==> src/include/dsc_pkg.sv <==
package dsc_pkg;

	localparam int CHANNELS    = 4;
	localparam int PHASE_W     = 16;
	localparam int OUT_W       = 12;
	localparam int USER_W      = 1;
	localparam int IDX_W       = (CHANNELS > 1) ? $clog2(CHANNELS) : 1;
	localparam int TUSER_W     = USER_W + IDX_W;
	localparam int LATENCY     = 1;
	localparam int BP_MIN_LAT  = 6;
	localparam int FIFO_DEPTH  = 4;
	localparam logic [PHASE_W-1:0] QUARTER_TURN = 16'h4000;
	localparam logic [PHASE_W-1:0] RESET_PHASE  = 16'h0000;

	typedef enum logic [1:0] {
		FRAME_NONE,
		FRAME_VECTOR,
		FRAME_PACKET,
		FRAME_CONFIG
	} dsc_framing_t;

	typedef enum logic [1:0] {
		TU_NONE,
		TU_CHAN,
		TU_USER,
		TU_BOTH
	} dsc_tuser_mode_t;

	typedef enum logic {
		SYNC_VECTOR,
		SYNC_PACKET
	} dsc_sync_t;

	typedef struct packed {
		logic [PHASE_W-1:0] phase_increment_value;
		logic [PHASE_W-1:0] phase_offset_value;
		logic               resync;
		logic               last;
		logic [TUSER_W-1:0] user;
	} dsc_phase_in_t;

	typedef struct packed {
		logic [PHASE_W-1:0] phase_increment_value;
		logic [PHASE_W-1:0] phase_offset_value;
	} dsc_config_t;

	typedef struct packed {
		logic [PHASE_W-1:0] phase;
		logic [OUT_W-1:0]   sine;
		logic [OUT_W-1:0]   cosine;
		logic               last;
		logic [TUSER_W-1:0] data_user;
		logic [TUSER_W-1:0] phase_user;
	} dsc_sample_t;

endpackage : dsc_pkg

==> src/design/dsc_channel_ctrl.sv <==
// Overview of operation
// - without framing no frame-end on phase or outputs; config frame-end marks last channel
// - vector framing: frame-end on last channel of each cycle, in and out
// - vector framing: pulse missing or unexpected event on frame-end mismatch with counter
// - packet framing: input frame-end reaches outputs with data latency exactly
// - config framing: output frame-end on last channel before new configuration applies
// - ready option gives full handshakes with back pressure; otherwise no stall
// - input user field forces user field onto every output side-band
// - index mode: pulse mismatch event when input index differs from channel counter
// - user mode: side-band content ignored and passed unchanged with its sample
// - index sits in low side-band bits, minimal width for the channel count
// - user width excludes index bits; total side-band is their sum
// - outputs two's complement by default, sign-magnitude as an option
// - config accepted any time, buffered until the synchronization point
// - on-vector sync applies buffered config when channel counter wraps
// - on-packet sync applies buffered config on phase input frame-end, only under packet framing
// - latency floor adds a cycle per streaming increment and block ROMs
// - with back pressure latency is at least 6 plus the floor
// - clock enable active high; all state holds while low
// - reset active low, sampled on the clock edge
// - slice-held increment and offset initialize to zero
// - register-held increment and offset load per-channel initial values on reset
// - resync: accumulated phase becomes the selected increment; output phase is increment plus offset
// - programmable increment from config stream, streaming one from phase input

module dsc_fifo #(
	parameter int WIDTH = 8,
	parameter int DEPTH = 4
) (
	input  wire logic             clock,
	input  wire logic             reset_n,
	input  wire logic             enable,
	input  wire logic             in_valid,
	output logic                  in_ready,
	input  wire logic [WIDTH-1:0] in_data,
	output logic                  out_valid,
	input  wire logic             out_ready,
	output logic      [WIDTH-1:0] out_data
);
	localparam int PTR_W = (DEPTH > 1) ? $clog2(DEPTH) : 1;

	logic [WIDTH-1:0] mem [DEPTH];
	logic [PTR_W-1:0] wr_ptr;
	logic [PTR_W-1:0] rd_ptr;
	logic [PTR_W:0]   count;
	logic             push;
	logic             pop;

	function automatic logic [PTR_W-1:0] bump(input logic [PTR_W-1:0] p);
		return (p == PTR_W'(DEPTH - 1)) ? '0 : PTR_W'(p + 1'b1);
	endfunction : bump

	assign in_ready  = (count < (PTR_W + 1)'(DEPTH));
	assign out_valid = (count != '0);
	assign out_data  = mem[rd_ptr];
	assign push      = enable && in_valid && in_ready;
	assign pop       = enable && out_valid && out_ready;

	always_ff @(posedge clock) begin
		if (push) begin
			mem[wr_ptr] <= in_data;
		end
	end

	always_ff @(posedge clock) begin
		if (!reset_n) begin
			wr_ptr <= '0;
			rd_ptr <= '0;
			count  <= '0;
		end else begin
			if (push) begin
				wr_ptr <= bump(wr_ptr);
			end
			if (pop) begin
				rd_ptr <= bump(rd_ptr);
			end
			if (push && !pop) begin
				count <= count + 1'b1;
			end else if (pop && !push) begin
				count <= count - 1'b1;
			end
		end
	end
endmodule : dsc_fifo

module dsc_channel_ctrl #(
	parameter int                               CHANNELS     = dsc_pkg::CHANNELS,
	parameter bit                               HAS_PHASE_IN = 1'b1,
	parameter bit                               HAS_TREADY   = 1'b0,
	parameter bit                               STREAM_INC   = 1'b0,
	parameter bit                               STREAM_OFF   = 1'b0,
	parameter bit                               BLOCK_ROM    = 1'b0,
	parameter bit                               TAYLOR_ROM   = 1'b0,
	parameter bit                               SLICE_REG    = 1'b0,
	parameter int                               LATENCY      = dsc_pkg::LATENCY,
	parameter int                               FIFO_DEPTH   = dsc_pkg::FIFO_DEPTH,
	parameter logic [CHANNELS*dsc_pkg::PHASE_W-1:0] INC_INIT = '0,
	parameter logic [CHANNELS*dsc_pkg::PHASE_W-1:0] OFF_INIT = '0
) (
	input  wire logic                     clock,
	input  wire logic                     reset_n,
	input  wire logic                     clock_en,
	input  wire dsc_pkg::dsc_framing_t    framing_mode,
	input  wire dsc_pkg::dsc_tuser_mode_t in_user_mode,
	input  wire dsc_pkg::dsc_tuser_mode_t data_user_mode,
	input  wire dsc_pkg::dsc_tuser_mode_t phase_user_mode,
	input  wire dsc_pkg::dsc_sync_t       sync_mode,
	input  wire logic                     sign_mag,
	input  wire logic                     s_phase_valid,
	output logic                          s_phase_ready,
	input  wire dsc_pkg::dsc_phase_in_t   s_phase,
	input  wire logic                     s_config_valid,
	output logic                          s_config_ready,
	input  wire dsc_pkg::dsc_config_t     s_config,
	input  wire logic                     s_config_last,
	output logic                          m_valid,
	input  wire logic                     m_ready,
	output dsc_pkg::dsc_sample_t          m_sample,
	output logic                          frame_end_missing_event,
	output logic                          frame_end_unexpected_event,
	output logic                          channel_index_mismatch_event
);
	import dsc_pkg::*;

	localparam int FLOOR   = int'(STREAM_INC) + int'(BLOCK_ROM) + int'(TAYLOR_ROM);
	localparam int LAT_MIN = HAS_TREADY ? BP_MIN_LAT + FLOOR : FLOOR;
	localparam int LAT_EFF = (LATENCY > LAT_MIN) ? LATENCY : ((LAT_MIN > 0) ? LAT_MIN : 1);
	localparam int TAP     = (LAT_EFF > 1) ? LAT_EFF - 2 : 0;
	localparam logic [IDX_W-1:0] LAST_CH = IDX_W'(CHANNELS - 1);

	logic [IDX_W-1:0]   chan;
	logic [IDX_W-1:0]   cfg_ptr;
	logic               pending;
	logic [PHASE_W-1:0] act_inc [CHANNELS];
	logic [PHASE_W-1:0] act_off [CHANNELS];
	logic [PHASE_W-1:0] sh_inc  [CHANNELS];
	logic [PHASE_W-1:0] sh_off  [CHANNELS];
	logic [PHASE_W-1:0] acc     [CHANNELS];
	dsc_sample_t        pipe    [TAP+1];
	logic               pvalid  [TAP+1];
	dsc_phase_in_t      in_word;
	dsc_sample_t        stage_in;
	dsc_sample_t        fifo_in;
	logic               fifo_in_valid;
	logic               fifo_in_ready;
	logic               advance;
	logic               take;
	logic               wrap;
	logic               apply_now;
	logic               cfg_take;
	logic [PHASE_W-1:0] inc_sel;
	logic [PHASE_W-1:0] off_sel;
	logic [PHASE_W-1:0] next_acc;
	logic [PHASE_W-1:0] phase_val;
	logic [PHASE_W-1:0] cos_phase;
	logic [IDX_W-1:0]   in_idx;
	logic [USER_W-1:0]  in_user;

	function automatic logic [OUT_W-1:0] out_form(input logic [OUT_W-1:0] x, input logic sm);
		logic [OUT_W-1:0] mag;
		mag = x[OUT_W-1] ? OUT_W'(~x + 1'b1) : x;
		return sm ? {x[OUT_W-1], mag[OUT_W-2:0]} : x;
	endfunction : out_form

	function automatic logic has_user(input dsc_tuser_mode_t m);
		return (m == TU_USER) || (m == TU_BOTH);
	endfunction : has_user

	function automatic logic [TUSER_W-1:0] out_user(input dsc_tuser_mode_t m, input dsc_tuser_mode_t im,
		input logic [USER_W-1:0] u, input logic [IDX_W-1:0] c);
		dsc_tuser_mode_t eff;
		eff = m;
		if (has_user(im)) begin
			eff = (m == TU_CHAN || m == TU_BOTH) ? TU_BOTH : TU_USER;
		end
		case (eff)
			TU_CHAN: return {{USER_W{1'b0}}, c};
			TU_USER: return TUSER_W'(u);
			TU_BOTH: return {u, c};
			default: return '0;
		endcase
	endfunction : out_user

	// path stalls when clock enable is low or when back pressure leaves the queue full
	assign advance        = clock_en && (!HAS_TREADY || fifo_in_ready);
	assign s_phase_ready  = HAS_TREADY ? advance : 1'b1;
	assign in_word        = HAS_PHASE_IN ? s_phase : '0;
	assign take           = advance && (!HAS_PHASE_IN || s_phase_valid);
	assign wrap           = take && (chan == LAST_CH);
	assign s_config_ready = clock_en;
	assign cfg_take       = s_config_valid && clock_en;
	assign apply_now      = pending && ((sync_mode == SYNC_VECTOR) ? wrap
		: (take && in_word.last && framing_mode == FRAME_PACKET));

	assign inc_sel   = STREAM_INC ? in_word.phase_increment_value : act_inc[chan];
	assign off_sel   = STREAM_OFF ? in_word.phase_offset_value : act_off[chan];
	assign next_acc  = in_word.resync ? inc_sel : PHASE_W'(acc[chan] + inc_sel);
	assign phase_val = PHASE_W'(next_acc + off_sel);
	assign cos_phase = PHASE_W'(phase_val + QUARTER_TURN);
	assign in_idx    = in_word.user[IDX_W-1:0];
	assign in_user   = (in_user_mode == TU_BOTH) ? in_word.user[TUSER_W-1:IDX_W] : in_word.user[USER_W-1:0];

	always_comb begin
		stage_in            = '0;
		stage_in.phase      = phase_val;
		// sawtooth stand-in for the lookup output
		stage_in.sine       = out_form(phase_val[PHASE_W-1 -: OUT_W], sign_mag);
		stage_in.cosine     = out_form(cos_phase[PHASE_W-1 -: OUT_W], sign_mag);
		stage_in.data_user  = out_user(data_user_mode, in_user_mode, in_user, chan);
		stage_in.phase_user = out_user(phase_user_mode, in_user_mode, in_user, chan);
		case (framing_mode)
			FRAME_VECTOR: stage_in.last = (chan == LAST_CH);
			FRAME_PACKET: stage_in.last = in_word.last;
			FRAME_CONFIG: stage_in.last = apply_now;
			default:      stage_in.last = 1'b0;
		endcase
	end

	always_ff @(posedge clock) begin
		if (!reset_n) begin
			chan <= '0;
		end else if (take) begin
			chan <= (chan == LAST_CH) ? '0 : IDX_W'(chan + 1'b1);
		end
	end

	always_ff @(posedge clock) begin
		if (!reset_n) begin
			cfg_ptr <= '0;
			pending <= 1'b0;
		end else if (cfg_take) begin
			cfg_ptr <= (s_config_last || cfg_ptr == LAST_CH) ? '0 : IDX_W'(cfg_ptr + 1'b1);
			if (s_config_last) begin
				pending <= 1'b1; // new frame wins over a same-cycle apply
			end else if (apply_now) begin
				pending <= 1'b0;
			end
		end else if (apply_now) begin
			pending <= 1'b0;
		end
	end

	always_ff @(posedge clock) begin
		if (cfg_take) begin
			sh_inc[cfg_ptr] <= s_config.phase_increment_value;
			sh_off[cfg_ptr] <= s_config.phase_offset_value;
		end
	end

	always_ff @(posedge clock) begin
		for (int i = 0; i < CHANNELS; i++) begin
			if (!reset_n) begin
				act_inc[i] <= SLICE_REG ? '0 : INC_INIT[i*PHASE_W +: PHASE_W];
				act_off[i] <= SLICE_REG ? '0 : OFF_INIT[i*PHASE_W +: PHASE_W];
			end else if (apply_now) begin
				act_inc[i] <= sh_inc[i];
				act_off[i] <= sh_off[i];
			end
		end
	end

	always_ff @(posedge clock) begin
		if (!reset_n) begin
			for (int i = 0; i < CHANNELS; i++) begin
				acc[i] <= RESET_PHASE;
			end
		end else if (take) begin
			acc[chan] <= next_acc;
		end
	end

	always_ff @(posedge clock) begin
		if (!reset_n) begin
			frame_end_missing_event      <= 1'b0;
			frame_end_unexpected_event   <= 1'b0;
			channel_index_mismatch_event <= 1'b0;
		end else if (clock_en) begin
			frame_end_missing_event    <= take && framing_mode == FRAME_VECTOR
				&& chan == LAST_CH && !in_word.last;
			frame_end_unexpected_event <= take && framing_mode == FRAME_VECTOR
				&& chan != LAST_CH && in_word.last;
			channel_index_mismatch_event <= take && (in_user_mode == TU_CHAN || in_user_mode == TU_BOTH)
				&& in_idx != chan;
		end
	end

	// fixed pipeline ahead of the queue; the queue write adds the final cycle
	always_ff @(posedge clock) begin
		if (!reset_n) begin
			for (int k = 0; k <= TAP; k++) begin
				pvalid[k] <= 1'b0;
				pipe[k]   <= '0;
			end
		end else if (advance) begin
			pvalid[0] <= take;
			pipe[0]   <= stage_in;
			for (int k = 1; k <= TAP; k++) begin
				pvalid[k] <= pvalid[k-1];
				pipe[k]   <= pipe[k-1];
			end
		end
	end

	assign fifo_in       = (LAT_EFF == 1) ? stage_in : pipe[TAP];
	assign fifo_in_valid = advance && ((LAT_EFF == 1) ? take : pvalid[TAP]);

	dsc_fifo #(
		.WIDTH ($bits(dsc_sample_t)),
		.DEPTH (FIFO_DEPTH)
	) u_out_fifo (
		.clock     (clock),
		.reset_n   (reset_n),
		.enable    (clock_en),
		.in_valid  (fifo_in_valid),
		.in_ready  (fifo_in_ready),
		.in_data   (fifo_in),
		.out_valid (m_valid),
		.out_ready (HAS_TREADY ? m_ready : 1'b1),
		.out_data  (m_sample)
	);
endmodule : dsc_channel_ctrl

==> config.mk <==
export PLATFORM = sky130hd
export DESIGN_NAME = dsc_channel_ctrl
export DESIGN_NICKNAME = d
export VERILOG_FILES = /design/src/include/dsc_pkg.sv /design/src/design/dsc_channel_ctrl.sv
export SDC_FILE = /design/constraint.sdc
export NUM_CORES = 1
export LEC_CHECK = 0
export ABC_AREA = 1
export BUFFER_PORTS_ARGS = -buffer_cell sky130_fd_sc_hd__buf_2
export CAP_MARGIN = 25
export CORE_ASPECT_RATIO = 1.1
export CORE_MARGIN = 5
export CORE_UTILIZATION = 55
export CTS_CLUSTER_SIZE = 28
export DETAILED_ROUTE_END_ITERATION = 12
export GPL_TIMING_DRIVEN = 0
export HOLD_SLACK_MARGIN = 0.06
export PLACE_DENSITY = 0.85
export SYNTH_ARGS = -nofsm -noshare
export SYNTH_HDL_FRONTEND = slang
export SYNTH_SLANG_ARGS = --single-unit
export TNS_END_PERCENT = 20
==> constraint.sdc <==
create_clock -name clock -period 4.35 [get_ports clock]
set_input_delay 0.2175 -clock clock [delete_from_list [all_inputs] [get_ports clock]]
set_output_delay 0.2175 -clock clock [all_outputs]
set_load 0.01 [all_outputs]
==> summary.md, run 1 <==
| Metric | Value |
|---|---|
| Total CTS buffers | 49 |
| Post-synthesis mux area share | 0% |
| Clock Skew | 21.5 ps |
| Routed vias | 16.2k |
| Layout Nets | 2344 |
| Worst hold slack | 79.0 ps |
| Critical Path AT | 5300 ps |
| Pin count of the biggest net entering global routing | 78 |
| Final Hold Fails | 0 |
| Cell area after layout | 27400 sq um |
| DRT Pass-1 Iters | 6 |
| HP Class | input pin to register |
| Synth warn | 0 |
| Syn Area/Cell | 11.4 sq um |
| Timing-limited maximum frequency | 201 MHz |
| IO Port Bufs | 102 |
| Residual DRC | 0 |
| First-pass GRT wire length | 86.8 mm |
| Worst-path maximum fanout | 10 |
| Max clock buf depth | 3 |
| Full die area | 44500 sq um |
| Place WS | -1550 ps |
| Failing checks | setup timing |
| Max Cap Violations | 0 |
| RePlAce Congestion | 0.891 |
| Static Leak | 0.0109 uW |
| Min cycle time layout | 4980 ps |
| Fin. max-slew vios | 0 |
| Post-DP Area | 23700 sq um |
| Via density | 5.87 |
| Worst VDD drop | 0.000332 V |
| Sequential share of the synthesized area | 68.7% |
| Rel. slew slack | 30.3% |
| Measured slew at the worst slew-check pin | 1040 ps |
| ANT cells | 0 |
| Core Rows | 77 |
| Kind of critical path | register to register |
| Post-synthesis cell type count | 50 |
| Layout area overhead | 23.3% |
| Worst setup EP type | register |
| Post-synthesis xor/xnor area fraction | 1.64% |
| CP Data Required Time | 4670 ps |
| GRT Overall Usage | 24.4% |
| Share of post-route cells with drive strength above 1 | 21.0% |
| Gate Count Post-Synth | 1953 |
| Post-synthesis adder-cell area fraction | 2.66% |
| Async set-or-reset flop fraction in the synthesized netlist | 0% |
| Drt wl/cell | 21.3 um |
| Core Footprint | 40100 sq um |
| Endpoints failing setup | 104 |
| Synthesized Nets | 2085 |
| Initial core utilization | 55.4% |
| Crit path largest cell delay | 370 ps |
| CP Launch Type | register |
| Largest family of logic cells by synthesized area | simple AND/OR/NAND/NOR gates |
| Most common cell on crit path | nand2_2 |
| Clk sink count | 515 |
| Vias in the first global route | 16.1k |
| Worst skew pair latency | 580 ps |
| Mapped cell area | 22200 sq um |
| H-tree depth | 2 |
| GR Overflow Total | 0 |
| DP HPWL | 35.9 mm |
| Compound-Gate Fraction of Synth Area | 8.46% |
| Status | finished, violations left |
| 1st-iter DRT viols | 1925 |
| Most used DFF post-synth | edfxtp_1 |
| Placed Cells incl. Taps | 2579 |
| Total Routed Length | 58.9 mm |
| Tcrit/Tclk final | 114% |
| Initial antenna violation count | 0 |
| I/O Pins | 139 |
| Die Ht | 221 um |
| Detail Route Antenna Nets | 0 |
| Slowest cell on the critical path | dfxtp_4 |
| Die Wd | 202 um |
| Finished Layout Cells | 2765 |
| Pwr Total | 15000 uW |
| CTS clk-pin slew, worst paths | 60 ps |
| RSZ-0062 raised after global routing | yes |
| Synth Register Bits | 515 |
| Cell Pwr Density | 549 nW/um^2 |
| Smallest setup slack after layout | -625 ps |
| Root Buffer | clkbuf_16 |
| Post-Synth Simple-Gate Area | 12.7% |
| Post-synth EDFFs | 496 |
| CTS tree | built |
[placed cells by master, fill, tap and decap left out, types with 5 or more instances in the layout]
| cell type | synthesis | final |
|---|---|---|
| buf_6 | 4 | 6 |
| inv_2 | 3 | 10 |
| buf_4 | 6 | 56 |
| a21oi_1 | 39 | 27 |
| o21ai_2 | 4 | 12 |
| a21oi_2 | 2 | 9 |
| nand2_2 | 10 | 29 |
| inv_1 | 227 | 217 |
| xor2_1 | 22 | 13 |
| clkbuf_1 | 74 | 60 |
| nor2_4 | 2 | 15 |
| clkbuf_16 | 0 | 57 |
| dlygate4sd3_1 | 0 | 41 |
| a21oi_4 | 0 | 5 |
| o21ai_1 | 8 | 10 |
| nand2_4 | 2 | 11 |
| xor2_2 | 2 | 8 |
| buf_2 | 3 | 105 |
| dfxtp_1 | 19 | 17 |
| o21ai_4 | 0 | 14 |
| clkinv_1 | 3 | 11 |
| ha_4 | 0 | 16 |
| nor2_2 | 1 | 7 |
| buf_12 | 0 | 10 |
| ha_1 | 44 | 24 |
| o22ai_2 | 0 | 10 |
| nand2_1 | 232 | 202 |
| edfxtp_1 | 496 | 496 |
| nor2_1 | 374 | 355 |
| nand3_4 | 1 | 5 |
| nand3_2 | 12 | 13 |
| clkbuf_8 | 0 | 7 |
| nand3_1 | 51 | 46 |
| o21ai_0 | 186 | 162 |
| o22ai_1 | 79 | 69 |
| clkinv_2 | 0 | 11 |
[final timing paths]
check                           depth (start not counted)  slack [ps]           startpoint               endpoint
worst min register to register                          2         470  u_out_fifo.count[1]    u_out_fifo.count[1]
worst max register to register                         30        -630             register  u_out_fifo.mem[3][14]
worst max-delay path                                   30        -630             register  u_out_fifo.mem[3][14]
worst min-delay path                                    3          80   phase_user_mode[0]   u_out_fifo.mem[0][1]
[registers in the layout (all words and copies together), names as in the netlist, named ones only]
name / count
act_inc: 64
act_off: 64
sh_off: 64
sh_inc: 64
pending: 1
cfg_ptr: 2
u_out_fifo.rd_ptr: 2
frame_end_unexpected_event: 1
frame_end_missing_event: 1
chan: 2
channel_index_mismatch_event: 1
u_out_fifo.mem: 176
u_out_fifo.count: 3
u_out_fifo.wr_ptr: 2
acc: 64
[per-stage QoR]
stage                     setup TNS, ps  utilization, %
after global placement          -228610            58.4
after global routing             -59740            68.3
after CTS                        -16250            66.7
after detailed placement        -136200            59.2
final                            -46760            68.3
after floorplan                       0               -
[synthesized netlist by cell type (4+ instances only)]
master	number	share of area [%]
a21oi_1	39	0.88
buf_4	6	0.20
buf_6	4	0.20
clkbuf_1	74	1.3
dfxtp_1	19	1.7
edfxtp_1	496	67
ha_1	44	2.5
inv_1	227	3.8
nand2_1	232	3.9
nand2_2	10	0.28
nand3_1	51	1.1
nand3_2	12	0.54
nor2_1	374	6.3
o21ai_0	186	4.2
o21ai_1	8	0.18
o21ai_2	4	0.16
o21bai_1	4	0.14
o22ai_1	79	2.2
o31ai_1	4	0.14
xnor2_1	6	0.24
xor2_1	22	0.87
[metal layers]
layer / GRT usage [%] / wire length (um) / vias up
li1: - / - / 7180
met1: 29.1 / 20100 / 7831
met2: 44.6 / 30500 / 994
met3: 3.59 / 5020 / 237
met4: 9.86 / 3280 / 0
met5: 0 / 0 / -
[repair_timing]
item                       4_1_cts  5_1_grt
pin swaps                       36       34
resized for setup              171      102
buffers inserted                38       15
hold endpoints to repair       135        0
setup endpoints to repair      128      104
cloned                           0        2
hold buffers                    41        0
[cells by family (layout without fill, tap and decap cells)]
family,after synthesis,count (layout)
xor gates and xnor gates,34,34
adders and majority gates,46,46
buffers and inverters,324,623
and+or+nand+nor,693,693
DFF,515,515
AOI/OAI and AO/OA,340,340
other,1,1
[worst max-delay path: cells and delay by family (launching register included)]
kind / cells / cell delay, ps
AOI/OAI and AO/OA: 5 / 930
xor gates and xnor gates: 3 / 620
adders and majority gates: 2 / 550
buffers and inverters: 6 / 810
DFF: 1 / 370
and+or+nand+nor: 14 / 1450
[final cells by class]
class	count	area, sq um
multi-input combinational	1114	6720
sequential	515	15300
clock inverter	32	289
timing repair buffer	209	1620
buffer	89	597
fill	2575	12700
tap	513	642
clock buffer	59	1350
inverter	234	893
[report_power, final]
part           leakage [uW]  internal (uW)  total [uW]  switching, uW
registers           0.00491           6020        6120           98.4
clock network      0.000801           2460        4300           1840
logic               0.00515           1620        4630           3010
(Power assumes the default switching activity.)
==> run 2: changes to the inputs <==
- ABC_AREA: 1 -> 0
- GPL_TIMING_DRIVEN: 0 -> 1
==> summary.md, run 2 <==
| Metric | Value |
|---|---|
| Status | finished, violations left |
| Failing checks | setup timing |
| Total Routed Length | 50.0 mm |
| Top post-synthesis cells by count | edfxtp_1 (496), and3_1 (139), mux4_2 (92), nor2_1 (79), clkbuf_1 (55) |
| Timing-limited maximum frequency | 183 MHz |
| Synth Register Bits | 515 |
| Vias in the first global route | 13.4k |
| Clk sink count | 515 |
| Final Hold Fails | 0 |
| Kind of critical path | register to register |
| Post-synthesis cell type count | 69 |
| First-pass GRT wire length | 74.6 mm |
| DRT Pass-1 Iters | 6 |
| Critical Path AT | 5800 ps |
| Initial antenna violation count | 0 |
| GRT Overall Usage | 21.9% |
| Die Wd | 200 um |
| Initial core utilization | 55.7% |
| Share of post-route cells with drive strength above 1 | 33.7% |
| Drt wl/cell | 23.1 um |
| CP top delay family | compound AO/OA/AOI/OAI gates |
| Pin count of the biggest net entering global routing | 130 |
| Finished Layout Cells | 2168 |
| Cell Pwr Density | 500 nW/um^2 |
| Clock Skew | 27.7 ps |
| Rel. slew slack | 32.1% |
| Worst-path maximum fanout | 6 |
| Full die area | 43900 sq um |
| Root Buffer | clkbuf_16 |
| Post-synth EDFFs | 496 |
| Fin. max-slew vios | 0 |
| Fill count | 2346 |
| CP Data Required Time | 4680 ps |
| Async set-or-reset flop fraction in the synthesized netlist | 0% |
| Max FFs per register | 176 |
| Measured slew at the worst slew-check pin | 1020 ps |
| CTS tree | built |
| Max clock buf depth | 3 |
| GR Overflow Total | 0 |
| Synth area leaders | edfxtp_1 (68%), mux4_2 (9.5%), and3_1 (4.0%) |
| CTS clk-pin slew, worst paths | 60 ps |
| RePlAce Congestion | 0.893 |
| Sequential share of the synthesized area | 69.9% |
| Layout Nets | 1760 |
| Commonest cells after routing, fill and taps aside | edfxtp_1 (496), buf_4 (176), and3_1 (139) |
| Gate Count Post-Synth | 1315 |
| Most numerous cell in the Yosys netlist | edfxtp_1 |
| Synth warn | 0 |
| Most common cell after layout, fill and taps aside | edfxtp_1 |
| IO Port Bufs | 104 |
| ANT cells | 0 |
| Endpoints failing setup | 120 |
| Detail Route Antenna Nets | 0 |
| RSZ-0062 raised after global routing | yes |
| Worst setup EP type | register |
| Synth top area share | 68.1% |
| Worst VDD drop | 0.000457 V |
| Residual DRC | 0 |
| Placed Cells incl. Taps | 2012 |
| Crit path largest cell delay | 580 ps |
| Worst path bufs/invs | 5 |
| Slowest cell on the critical path | mux4_2 |
| Mapped cell area | 21900 sq um |
| Synthesized Nets | 1447 |
| 1st-iter DRT viols | 1212 |
| Cell accounting for the most synthesized area | edfxtp_1 |
| Max Cap Violations | 0 |
| Worst skew pair latency | 600 ps |
| Tcrit/Tclk final | 126% |
| Total CTS buffers | 48 |
| CP Cell Sequence | mux4_2 -> ha_4 -> fa_2 -> a21o_1 -> a21o_1 -> a21oi_4 -> o21ai_2 -> a21o_1 -> a2111o_1 -> o221ai_2 -> inv_2 -> ha_4 -> nand4_1 -> buf_4 -> nor4_4 -> nor4_2 -> nor3_2 -> buf_4 -> buf_6 -> buf_4 -> o311ai_2 -> mux2i_2 -> xor2_2 |
| Largest Register | u_out_fifo.mem |
| Routed vias | 13.0k |
| Die Ht | 219 um |
| Static Leak | 0.0102 uW |
| I/O Pins | 139 |
| H-tree depth | 2 |
| TNS Setup | -93150 ps |
| Layout area overhead | 22.3% |
| Min cycle time layout | 5470 ps |
| CP Launch Type | register |
| Via density | 5.97 |
| Core Rows | 76 |
| Most used DFF post-synth | edfxtp_1 |
| DP HPWL | 29.3 mm |
| Core Footprint | 39300 sq um |
| Syn Area/Cell | 16.6 sq um |
| HP Class | input pin to register |
| Smallest setup slack after layout | -1120 ps |
-- run 2: metal layers --
| layer | track usage, % | share of wire, % | vias to the layer above |
|---|---|---|---|
| met5 | 0 | 0 | - |
| met4 | 8.19 | 3.4 | 0 |
| met3 | 4.43 | 6.3 | 107 |
| met2 | 40.6 | 54 | 521 |
| met1 | 25.5 | 36 | 6550 |
| li1 | - | - | 5773 |
-- run 2: per-stage QoR --
stage	setup slack (ps)	cell area, sq um	total power (uW)	util, %	hold WS (ps)
2_1_floorplan	-1100	22000	7790	-	316
3_3_place_gp	-872	24000	8780	61.2	425
3_5_place_dp	-1180	24000	8900	61.2	433
4_1_cts	-960	26300	13100	66.8	69.0
5_1_grt	-1270	26700	13900	68.1	110
6_report	-1120	26700	13400	68.1	79.8
-- run 2: logic make-up (layout without fill, tap and decap cells) --
family	after synthesis	in the layout	synth area share (%)
DFF	515	515	69.9
and+or+nand+nor	351	351	8.77
AOI/OAI and AO/OA	137	137	4.46
muxes	114	114	10.5
buffers and inverters	114	460	2.13
adders and majority gates	46	46	2.70
xor gates and xnor gates	37	37	1.57
other	1	1	0.0171
-- run 2: tightest hold or removal path, cell delays in order --
cell	delay (ps)
buf_2	190
nand3_1	110
a21boi_0	90
-- run 2: worst paths after layout --
| check | start | to | slack, ps | depth (start not counted) |
|---|---|---|---|---|
| max | register | u_out_fifo.mem[1][16] | -1120 | 23 |
| min | clock_en | register | 80 | 3 |
| min reg2reg | u_out_fifo.count[1] | u_out_fifo.count[1] | 520 | 2 |
| max reg2reg | register | u_out_fifo.mem[1][16] | -1120 | 23 |
-- run 2: area by class of cell --
type	instances	area, sq um	area share (%)
sequential	515	15300	57.2
multi-input combinational	686	6730	25.2
timing repair buffer	340	2480	9.29
clock buffer	59	1260	4.73
tap	507	634	2.37
clock inverter	24	199	0.744
inverter	37	141	0.529
-- run 2: repair_timing --
item                       CTS  global route
setup endpoints to repair  116           124
pin swaps                   13            37
resized for setup           53            66
hold endpoints to repair   156             0
cloned                       1             1
hold buffers                45             0
setup buffers                8            18
-- run 2: power breakdown --
part	internal, uW	switching [uW]
clock network	2190	1780
logic	1580	1790
registers	5930	82.5
total	9700	3650
